## config.mk

```make
export PLATFORM = sky130hd
export DESIGN_NAME = esm_error_status_monitor
export DESIGN_NICKNAME = d
export VERILOG_FILES = /design/src/esm_pkg.sv /design/src/esm_error_status_monitor.sv
export SDC_FILE = /design/constraint.sdc
export NUM_CORES = 1
export LEC_CHECK = 0
export BUFFER_PORTS_ARGS = -buffer_cell sky130_fd_sc_hd__buf_4
export CAP_MARGIN = 25
export CORE_ASPECT_RATIO = 1.75
export CORE_MARGIN = 5
export CORE_UTILIZATION = 40
export DETAILED_ROUTE_END_ITERATION = 12
export PLACE_DENSITY = 0.67
export SLEW_MARGIN = 0
export SYNTH_ARGS = -nofsm -noshare
export SYNTH_HDL_FRONTEND = slang
export SYNTH_SLANG_ARGS = --single-unit
```

## constraint.sdc

```tcl
create_clock -name clk -period 5.7 [get_ports clk]
set_input_delay 1.14 -clock clk [delete_from_list [all_inputs] [get_ports clk]]
set_output_delay 1.14 -clock clk [all_outputs]
set_load 0.02 [all_outputs]
```

## src/esm_pkg.sv

```systemverilog
/*
 * Constants and carrier types of the error status monitor: serial command
 * addresses, frame layout, status bit positions and reset values.
 * Assumes nothing of its surroundings; imported whole by the monitor.
 */
package esm_pkg;

    // Serial frame layout
    localparam int unsigned FRAME_BITS   = 16;
    localparam logic [4:0]  FRAME_CNT    = 5'h10;
    localparam int unsigned RW_BIT       = 15;

    // Serial register map, command addresses
    localparam logic [13:0] ADDR_NOP         = 14'h0000;
    localparam logic [13:0] ADDR_POR_OFF     = 14'h3f22;
    localparam logic [13:0] ADDR_SOFT_RESET  = 14'h3c00;
    localparam logic [13:0] ADDR_MASTER_RST  = 14'h33a5;
    localparam logic [13:0] ADDR_CLEAR_ERR   = 14'h3380;
    localparam logic [13:0] ADDR_GAIN_CTRL   = 14'h3ff8;
    localparam logic [13:0] ADDR_ANGLE       = 14'h3fff;
    localparam logic [13:0] ADDR_ERR_STATUS  = 14'h335a;
    localparam logic [13:0] ADDR_SYS_CONFIG  = 14'h3f20;

    // Error status register fields
    localparam int unsigned BIT_PARITY       = 0;
    localparam int unsigned BIT_CLK_COUNT    = 1;
    localparam int unsigned BIT_BAD_ADDR     = 2;
    localparam int unsigned BIT_MEAS_BUSY    = 4;
    localparam int unsigned DSP_LSB          = 8;
    localparam int unsigned DSP_WIDTH        = 6;
    localparam int unsigned STATUS_WIDTH     = 14;

    // Reset values
    localparam logic [2:0]  PIN_RST          = 3'h1;
    localparam logic [15:0] TX_RST           = 16'h0000;
    localparam logic [4:0]  CNT_RST          = 5'h00;

    // Raw serial pin bundle, asynchronous to clk
    typedef struct packed {
        logic sck;
        logic mosi;
        logic ss_n;
    } esm_spi_in_s;

    // Sticky communication error flags
    typedef struct packed {
        logic bad_address_flag;
        logic clock_count_error_flag;
        logic parity_error_flag;
    } esm_err_s;

    // Source of the word returned in the next frame
    typedef enum logic [1:0] {
        SEL_NONE,
        SEL_ANGLE,
        SEL_STATUS
    } esm_sel_e;

endpackage

```

## src/esm_error_status_monitor.sv

```systemverilog
/*
 * Error status monitor with its serial slave link: receives 16-bit command
 * frames, checks clock count, parity and address, keeps the sticky link
 * error flags and the measurement-in-progress flag, and returns the
 * addressed word in the following frame.
 * Assumes the serial pins are asynchronous to clk and the link clock is at
 * most a sixteenth of clk; the measurement core answers on clk.
 */
// How it works
// The measurement-in-progress flag (bit 4) is one while an angle read is processed.
// The flag returns to zero when the measurement core reports completion.
// A stuck flag only comes from a deadlock, and a full-chip reset command releases it.
// A host seeing the flag stay high sends the full-chip reset command to recover.
// A valid frame naming an address outside the map sets the bad-address flag (bit 2).
// A frame without exactly sixteen clocks sets the clock-count error flag (bit 1).
// A sixteen-clock frame whose even parity fails sets the parity error flag (bit 0).
// Bits 3, 5, 6 and 7 of the status word always read zero and cannot be written.
// A set link error flag stays set until the clear-error or full-chip reset command runs.
// The status word is read at command address 0x335A.
// The host sends no angle read while the measurement flag is high.
// Both alarm bits of the angle word are one on a major error or while measuring.
`timescale 1ns/1ns

module esm_error_status_monitor
    import esm_pkg::*;
(
    // Clock, reset, enable
    input  wire logic              clk,
    input  wire logic              nrst,
    input  wire logic              ce,
    // Serial pins
    input  wire esm_spi_in_s       spi_in,
    output logic                   miso_o,
    output logic                   miso_oe,
    // Measurement core
    output logic                   meas_start_o,
    input  wire logic              meas_done_i,
    input  wire logic [11:0]       angle_i,
    input  wire logic              field_strong_alarm_i,
    input  wire logic              field_weak_alarm_i,
    input  wire logic              major_err_i,
    input  wire logic [5:0]        dsp_err_i,
    // Chip control and status
    output logic                   chip_reset_o,
    output logic                   meas_busy_o,
    output esm_err_s               err_flags_o
);

    logic [2:0]        s1_ff;
    logic [2:0]        s2_ff;
    logic [2:0]        s3_ff;
    logic [2:0]        pin_ff;
    logic [2:0]        prev_ff;
    logic [15:0]       rx_ff;
    logic [15:0]       tx_ff;
    logic [4:0]        cnt_ff;
    logic              busy_ff;
    esm_err_s          err_ff;
    esm_sel_e          sel_ff;
    logic              start_ff;
    logic              reset_ff;
    logic              oe_ff;

    logic              ss_fall;
    logic              ss_rise;
    logic              sck_rise;
    logic              sck_fall;
    logic [13:0]       addr;
    logic              len_ok;
    logic              par_ok;
    logic              known;
    logic              exec;
    logic              any_err;
    logic              alarm_both;
    logic [13:0]       status_word;
    logic [13:0]       tx_data;
    logic [15:0]       nxt_tx;
    esm_err_s          err_set;
    logic              err_clr;

    // Three-stage pin capture; a level counts once stages two and three agree
    always_ff @(posedge clk)
    begin
        if (!nrst)
        begin
            s1_ff   <= PIN_RST;
            s2_ff   <= PIN_RST;
            s3_ff   <= PIN_RST;
            pin_ff  <= PIN_RST;
            prev_ff <= PIN_RST;
        end
        else if (ce)
        begin
            s1_ff   <= {spi_in.sck, spi_in.mosi, spi_in.ss_n};
            s2_ff   <= s1_ff;
            s3_ff   <= s2_ff;
            pin_ff  <= (s2_ff & s3_ff) | (pin_ff & (s2_ff ^ s3_ff));
            prev_ff <= pin_ff;
        end
    end

    assign ss_fall  = prev_ff[0] & ~pin_ff[0];
    assign ss_rise  = ~prev_ff[0] & pin_ff[0];
    assign sck_rise = ~prev_ff[2] & pin_ff[2] & ~pin_ff[0];
    assign sck_fall = prev_ff[2] & ~pin_ff[2] & ~pin_ff[0];

    // Frame checks at slave-select release
    assign addr    = rx_ff[14:1];
    assign len_ok  = (cnt_ff == FRAME_CNT);
    assign par_ok  = ~(^rx_ff);
    assign known   = (addr == ADDR_NOP) || (addr == ADDR_POR_OFF)
                  || (addr == ADDR_SOFT_RESET) || (addr == ADDR_MASTER_RST)
                  || (addr == ADDR_CLEAR_ERR) || (addr == ADDR_GAIN_CTRL)
                  || (addr == ADDR_ANGLE) || (addr == ADDR_ERR_STATUS)
                  || (addr == ADDR_SYS_CONFIG);
    assign exec    = ss_rise & len_ok & par_ok & known;

    always_comb
    begin
        err_set.clock_count_error_flag = ss_rise & ~len_ok;
        err_set.parity_error_flag      = ss_rise & len_ok & ~par_ok;
        err_set.bad_address_flag       = ss_rise & len_ok & par_ok & ~known;
    end

    assign err_clr = exec & ((addr == ADDR_CLEAR_ERR) || (addr == ADDR_MASTER_RST));

    // Receive shift on falling link clock, counts saturate above one frame
    always_ff @(posedge clk)
    begin
        if (!nrst)
        begin
            rx_ff  <= TX_RST;
            cnt_ff <= CNT_RST;
        end
        else if (ce)
        begin
            if (ss_fall)
            begin
                rx_ff  <= TX_RST;
                cnt_ff <= CNT_RST;
            end
            else if (sck_fall)
            begin
                rx_ff <= {rx_ff[14:0], pin_ff[1]};
                if (cnt_ff <= FRAME_CNT)
                    cnt_ff <= cnt_ff + 5'h01;
            end
        end
    end

    // Sticky link errors; a new error wins over a clear in the same cycle
    always_ff @(posedge clk)
    begin
        if (!nrst)
            err_ff <= '0;
        else if (ce)
            err_ff <= (err_ff & ~{3{err_clr}}) | err_set;
    end

    // Measurement-in-progress flag
    always_ff @(posedge clk)
    begin
        if (!nrst)
        begin
            busy_ff  <= 1'b0;
            start_ff <= 1'b0;
            reset_ff <= 1'b0;
        end
        else if (ce)
        begin
            start_ff <= 1'b0;
            reset_ff <= 1'b0;
            if (exec && addr == ADDR_MASTER_RST)
            begin
                busy_ff  <= 1'b0;
                reset_ff <= 1'b1;
            end
            else if (exec && rx_ff[RW_BIT] && addr == ADDR_ANGLE && !busy_ff)
            begin
                busy_ff  <= 1'b1;
                start_ff <= 1'b1;
            end
            else if (meas_done_i)
                busy_ff <= 1'b0;
        end
    end

    // Word returned in the next frame
    always_ff @(posedge clk)
    begin
        if (!nrst)
            sel_ff <= SEL_NONE;
        else if (ce && ss_rise)
        begin
            if (!exec)
                sel_ff <= SEL_NONE;
            else if (addr == ADDR_ANGLE)
                sel_ff <= SEL_ANGLE;
            else if (addr == ADDR_ERR_STATUS || addr == ADDR_CLEAR_ERR)
                sel_ff <= SEL_STATUS;
            else
                sel_ff <= SEL_NONE;
        end
    end

    assign any_err    = |err_ff;
    assign alarm_both = major_err_i | busy_ff;
    assign status_word = {dsp_err_i, 3'h0, busy_ff, 1'b0, err_ff.bad_address_flag,
                          err_ff.clock_count_error_flag,
                          err_ff.parity_error_flag};

    always_comb
    begin
        case (sel_ff)
            SEL_ANGLE:
                tx_data = {field_weak_alarm_i | alarm_both,
                           field_strong_alarm_i | alarm_both, angle_i};
            SEL_STATUS:
                tx_data = status_word;
            default:
                tx_data = 14'h0000;
        endcase
        nxt_tx = {tx_data, any_err, ^{tx_data, any_err}};
    end

    // Transmit: first bit at select, next bit on each rising link clock after the first
    always_ff @(posedge clk)
    begin
        if (!nrst)
        begin
            tx_ff <= TX_RST;
            oe_ff <= 1'b0;
        end
        else if (ce)
        begin
            oe_ff <= ~pin_ff[0];
            if (ss_fall)
                tx_ff <= nxt_tx;
            else if (sck_rise && cnt_ff != CNT_RST)
                tx_ff <= {tx_ff[14:0], 1'b0};
        end
    end

    assign miso_o       = tx_ff[15];
    assign miso_oe      = oe_ff;
    assign meas_start_o = start_ff;
    assign chip_reset_o = reset_ff;
    assign meas_busy_o  = busy_ff;
    assign err_flags_o  = err_ff;

endmodule

```

# Yosys cells after proc, flatten, opt, wreduce, memory -nomap -nowiden
# Index checks and enable logic that the tools add are counted.
# W data, S select, Z words.
dict set report op_classes {
  order_cmp 1
  n_mux 17
  reduce_logical 30
  n_addsub 1
  eq_ne 11
  n_bitwise 30
}
# operator n
set op_table {}
lappend op_table {{$eq A14 B14 Y1 const B} 8}
lappend op_table {{$mux W16} 4}
lappend op_table {{$pmux W14 S2} 1}
lappend op_table {{$reduce_xor A16 Y1} 1}
lappend op_table {{$mux W5} 3}
lappend op_table {{$reduce_xor A15 Y1} 1}
lappend op_table {{$logic_not A14 Y1} 1}
lappend op_table {{$and A1 B1 Y1} 13}
lappend op_table {{$logic_or A1 B1 Y1} 10}
lappend op_table {{$and A3 B3 Y3} 3}
lappend op_table {{$not A1 Y1} 7}
lappend op_table {{$logic_and A1 B1 Y1} 6}
lappend op_table {{$mux W1} 6}
lappend op_table {{$mux W2} 3}
lappend op_table {{$or A3 B3 Y3} 2}
lappend op_table {{$reduce_and A2 Y1} 3}
lappend op_table {{$reduce_bool A2 Y1} 3}
lappend op_table {{$add A5 B1 Y5 const B} 1}
lappend op_table {{$eq A5 B5 Y1 const B} 1}
lappend op_table {{$le A5 B5 Y1 const B} 1}
lappend op_table {{$reduce_bool A5 Y1} 1}
lappend op_table {{$not A3 Y3} 1}
lappend op_table {{$or A1 B1 Y1} 3}
lappend op_table {{$reduce_and A3 Y1} 1}
lappend op_table {{other kinds (6)} 6}
dict set report totals {
  regBits 61
  inputBits 28
  output_inout_bits 8
}

# Depth between registers and ports, before layout
dict set report depth {
  depth_word 15
  depth_mapped 9
}

# Least setup slack after synthesis
# Ideal clock, no wire load.
dict set report synth_timing {
  path_kind {input-to-reg}
  from {input port dsp_err_i[2]}
  to {register tx_ff[0]}
  t_arrival_ns 2.456
  slack_ns 3.117
  setup_time_ns 0.127
  required_time_ns 5.573
  stages 6
  cell_sequence {a22oi_2 or3_1 a211o_1 a211o_1 a211oi_1 o32ai_1}
}
dict set report synth_between {
  elab_chain_len 3
}
# element line
set synth_lines {}
lappend synth_lines {{start: declaration} esm_error_status_monitor.sv:42} ;# input wire logic [5:0] dsp_err_i,
lappend synth_lines {{$pmux W14 S2} esm_error_status_monitor.sv:214} ;# case (sel_ff)
lappend synth_lines {{$reduce_xor A15 Y1} esm_error_status_monitor.sv:223} ;# nxt_tx = {tx_data, any_err, ^{tx_data, any_err}};
lappend synth_lines {{$mux W16} esm_error_status_monitor.sv:237} ;# if (ss_fall)
lappend synth_lines {{end signal: assignment} esm_error_status_monitor.sv:238} ;# tx_ff <= nxt_tx;
lappend synth_lines {{end signal: assignment} esm_error_status_monitor.sv:240} ;# tx_ff <= {tx_ff[14:0], 1'b0};
lappend synth_lines {{end: declaration} esm_error_status_monitor.sv:55} ;# logic [15:0] tx_ff;
# Every way passes these cells.
# A chain may end at the register's enable or synchronous reset.

# Worst setup path after layout
dict set report layout_timing {
  from {input port angle_i[4]}
  to {register tx_ff[0]}
}
dict set report layout_between {
  elab_chain_len 3
}
# element line
set layout_lines {}
lappend layout_lines {{start: declaration} esm_error_status_monitor.sv:38} ;# input wire logic [11:0] angle_i,
lappend layout_lines {{$pmux W14 S2} esm_error_status_monitor.sv:214}
lappend layout_lines {{$reduce_xor A15 Y1} esm_error_status_monitor.sv:223}
lappend layout_lines {{$mux W16} esm_error_status_monitor.sv:237}
# Every way passes these cells.

==> results.py <==
metrics = {
    "setup_path": {
        "cp.required_ps": 5890,
        "critical_path_class": "input pin to flip-flop",
        "crit_path_max_fanout": 3,
        "endpoint_kind": "flip-flop",
        "start_kind": "input pin",
        "crit_arrival_ps": 2710,
    },
    "global_route": {
        "track_usage_pct": 15.8,
        "grt_overflow_total": 0,
        "grt_pass1_vias": 2731,
        "antenna_found_initial": 0,
        "grt_start_max_net_pins": 60,
        "grt_pass1_wl_um": 12800,
    },
    "clock_tree": {
        "clock_path_buffers": 2,
        "insertion_delay_ps": 320,
        "clock_sinks": 60,
        "tritoncts": "done",
        "cts_resized": 0,
        "htreeDepth": 3,
        "cts_root_buf": "clkbuf_16",
        "postCtsHoldBufs": 0,
        "clk_pin_slew_ps": 50,
        "numCtsBuffers": 9,
        "cts_setup_buffers": 0,
    },
    "detailed_routing": {
        "vias_per_cell": 5.78,
        "vias": 2815,
        "dr.pass1.iters": 4,
        "ant_nets": 0,
        "drtIter0Drc": 130,
        "drc_errors": 0,
        "drt-total-wl_um": 7590,
        "wl_per_cell_um": 15.6,
    },
    "timing": {
        "hold_viol_final": 0,
        "rsz0062_at_grt": "false",
        "finalSetupViolCount": 0,
        "drv_slew": 0,
        "clock_skew_ps": 5.85,
        "fmax_ghz": 0.398,
        "worstMarginPinSlew_ps": 732,
        "slew_headroom_pct": 50.6,
        "timing.final.crit_share_pct": 44.1,
        "setup_ws_ps": 3190,
        "min_period_ps": 2510,
        "setup_tns_ps": 0,
    },
    "layout": {
        "drive_gt1_share_pct": 14.9,
        "n_antenna_cell": 0,
        "areaGrowthSynthToFinish_pct": 18.6,
        "fin_nets": 427,
    },
    "worst_hold_path": {
        "hp-class": "flip-flop to flip-flop",
    },
    "placement": {
        "dp_slack_ps": 2920,
        "gp_congestion": 0.862,
        "port-buffer-count": 35,
        "dpl.hpwl_um": 5450,
    },
    "power": {
        "power_mw": 1.08,
        "peakVddDrop_uv": 152,
        "power_density_nw_per_um2": 281,
        "p_leak_nw": 1.58,
    },
    "synth": {
        "synth.avg_cell_area_um2": 8.88,
        "synth.largest_area_cell": "dfxtp_1",
        "synth_cell_types": 51,
        "synth_nets": 402,
        "synthFlopType": "dfxtp_1",
        "yosysWarnings": 0,
        "synthArstFlopShare_pct": 0,
        "synth_top_cells_by_area": "dfxtp_1 (37%), a22oi_1 (5.8%), nor2b_1 (5.8%)",
        "netlist.area_leader.share_pct": 36.8,
        "ys_ff_latch": 60,
        "syn_area_um2": 3260,
        "syn_inst": 367,
        "synth-seq-area-share_pct": 36.8,
        "synth-edff-count": 0,
    },
    "status": {
        "status": "finished, final reports clean",
    },
    "floorplan": {
        "design.die.area_um2": 10100,
        "rows": 43,
        "dieWidth_um": 78.3,
        "die_y_um": 129,
        "start_util_pct": 40.9,
        "coreArea_um2": 7960,
        "io_pins": 36,
    },
    "job": {
        "maxCapViolations": 0,
    },
}
registers in the layout, summed over array words and instances, names as in the netlist:
signal	count
chip_reset_o	1
tx_ff	16
sel_ff	2
meas_start_o	1
prev_ff	2
meas_busy_o	1
cnt_ff	5
s1_ff	3
rx_ff	16
err_flags_o	3
s3_ff	3
pin_ff	3
s2_ff	3
miso_oe	1
worst max-delay path, cell delays in order:
cell      delay (ps)
buf_4            110
a22o_2           240
or3_1            330
a211oi_1         340
o211ai_1         190
a211oi_1         240
o32ai_1          120
synthesized netlist by cell type, drive strengths merged (3+ instances only):
library cell / n
nand2b: 4
and3: 4
a211oi: 5
nand4: 4
mux2i: 13
nor3: 5
nand3: 14
or4: 4
o211a: 15
a22oi: 26
or3: 6
o21ai: 12
xor2: 5
o21a: 5
buf: 10
dfxtp: 60
nor3b: 4
nor2b: 30
inv: 11
nor4: 4
clkbuf: 15
and2: 3
o311ai: 7
a21boi: 5
nor2: 7
ha: 7
a22o: 3
nand2: 36
a31oi: 7
a21oi: 4
xnor2: 15
area by class of cell:
type                            instances  area (µm²)
Fill cell                             781        4100
Inverter                               11        41.3
Multi-Input combinational cell        271        1890
Timing Repair Buffer                   39         293
Clock inverter                          3        68.8
Sequential cell                        60        1200
Tap cell                               90         113
Clock buffer                           13         260
per-stage QoR:
stage | cells | hold slack, ps | utilization (%) | area (µm²)
CTS | 487 | 480 | 48.6 | 3870
finish | 487 | 477 | 48.6 | 3870
global route | 487 | 502 | 48.6 | 3870
global placement | 470 | 457 | 44.3 | 3530
detailed placement | 471 | 467 | 44.4 | 3540
floorplan | 367 | 441 | - | 3260
metal layers:
| metal | vias to the layer above | routed length, µm | track usage, % | share of wire, % |
|---|---|---|---|---|
| met3 | 20 | 297 | 3.20 | 3.9 |
| met2 | 58 | 3980 | 29.0 | 52 |
| met5 | - | 0 | 0 | 0 |
| met4 | 0 | 297 | 9.27 | 3.9 |
| met1 | 1336 | 3010 | 16.5 | 40 |
| li1 | 1401 | - | - | - |
cells by family after synthesis:
family	after synthesis	share of synthesized area, %
mux	14	4.34
xor+xnor	20	5.60
buf+inv	36	5.22
flops	60	36.8
fa+ha+maj	7	2.69
compound gates	99	23.3
simple gates	131	22.0
cells in the final DEF, fill, tap and decap left out, types with 7 or more instances in the layout:
master	n
nor2b_1	30
a22oi_1	25
o211a_1	15
mux2i_1	13
nand2_1	36
a31oi_1	7
clkbuf_16	9
o21ai_0	12
xnor2_1	14
inv_1	11
buf_4	39
dfxtp_1	60
nor2_1	7
ha_1	7
nand3_1	14
worst paths after layout:
check	startpoint	end	slack (ps)	cells after the start
max reg2reg	sel_ff[1]$_SDFFE_PN0P_	tx_ff[0]$_SDFFE_PN0P_	3190	8
min	pin_ff[1]$_SDFFE_PN0P_	pin_ff[1]$_SDFFE_PN0P_	480	2
max	angle_i[4]	tx_ff[0]$_SDFFE_PN0P_	3190	7
min reg2reg	pin_ff[1]$_SDFFE_PN0P_	pin_ff[1]$_SDFFE_PN0P_	480	2
report_power, final:
group / internal, mW / switching (mW)
clock network: 0.407 / 0.178
logic: 0.0320 / 0.0337
registers: 0.428 / 0.00546
total: 0.867 / 0.217
(Power assumes the default switching activity.)
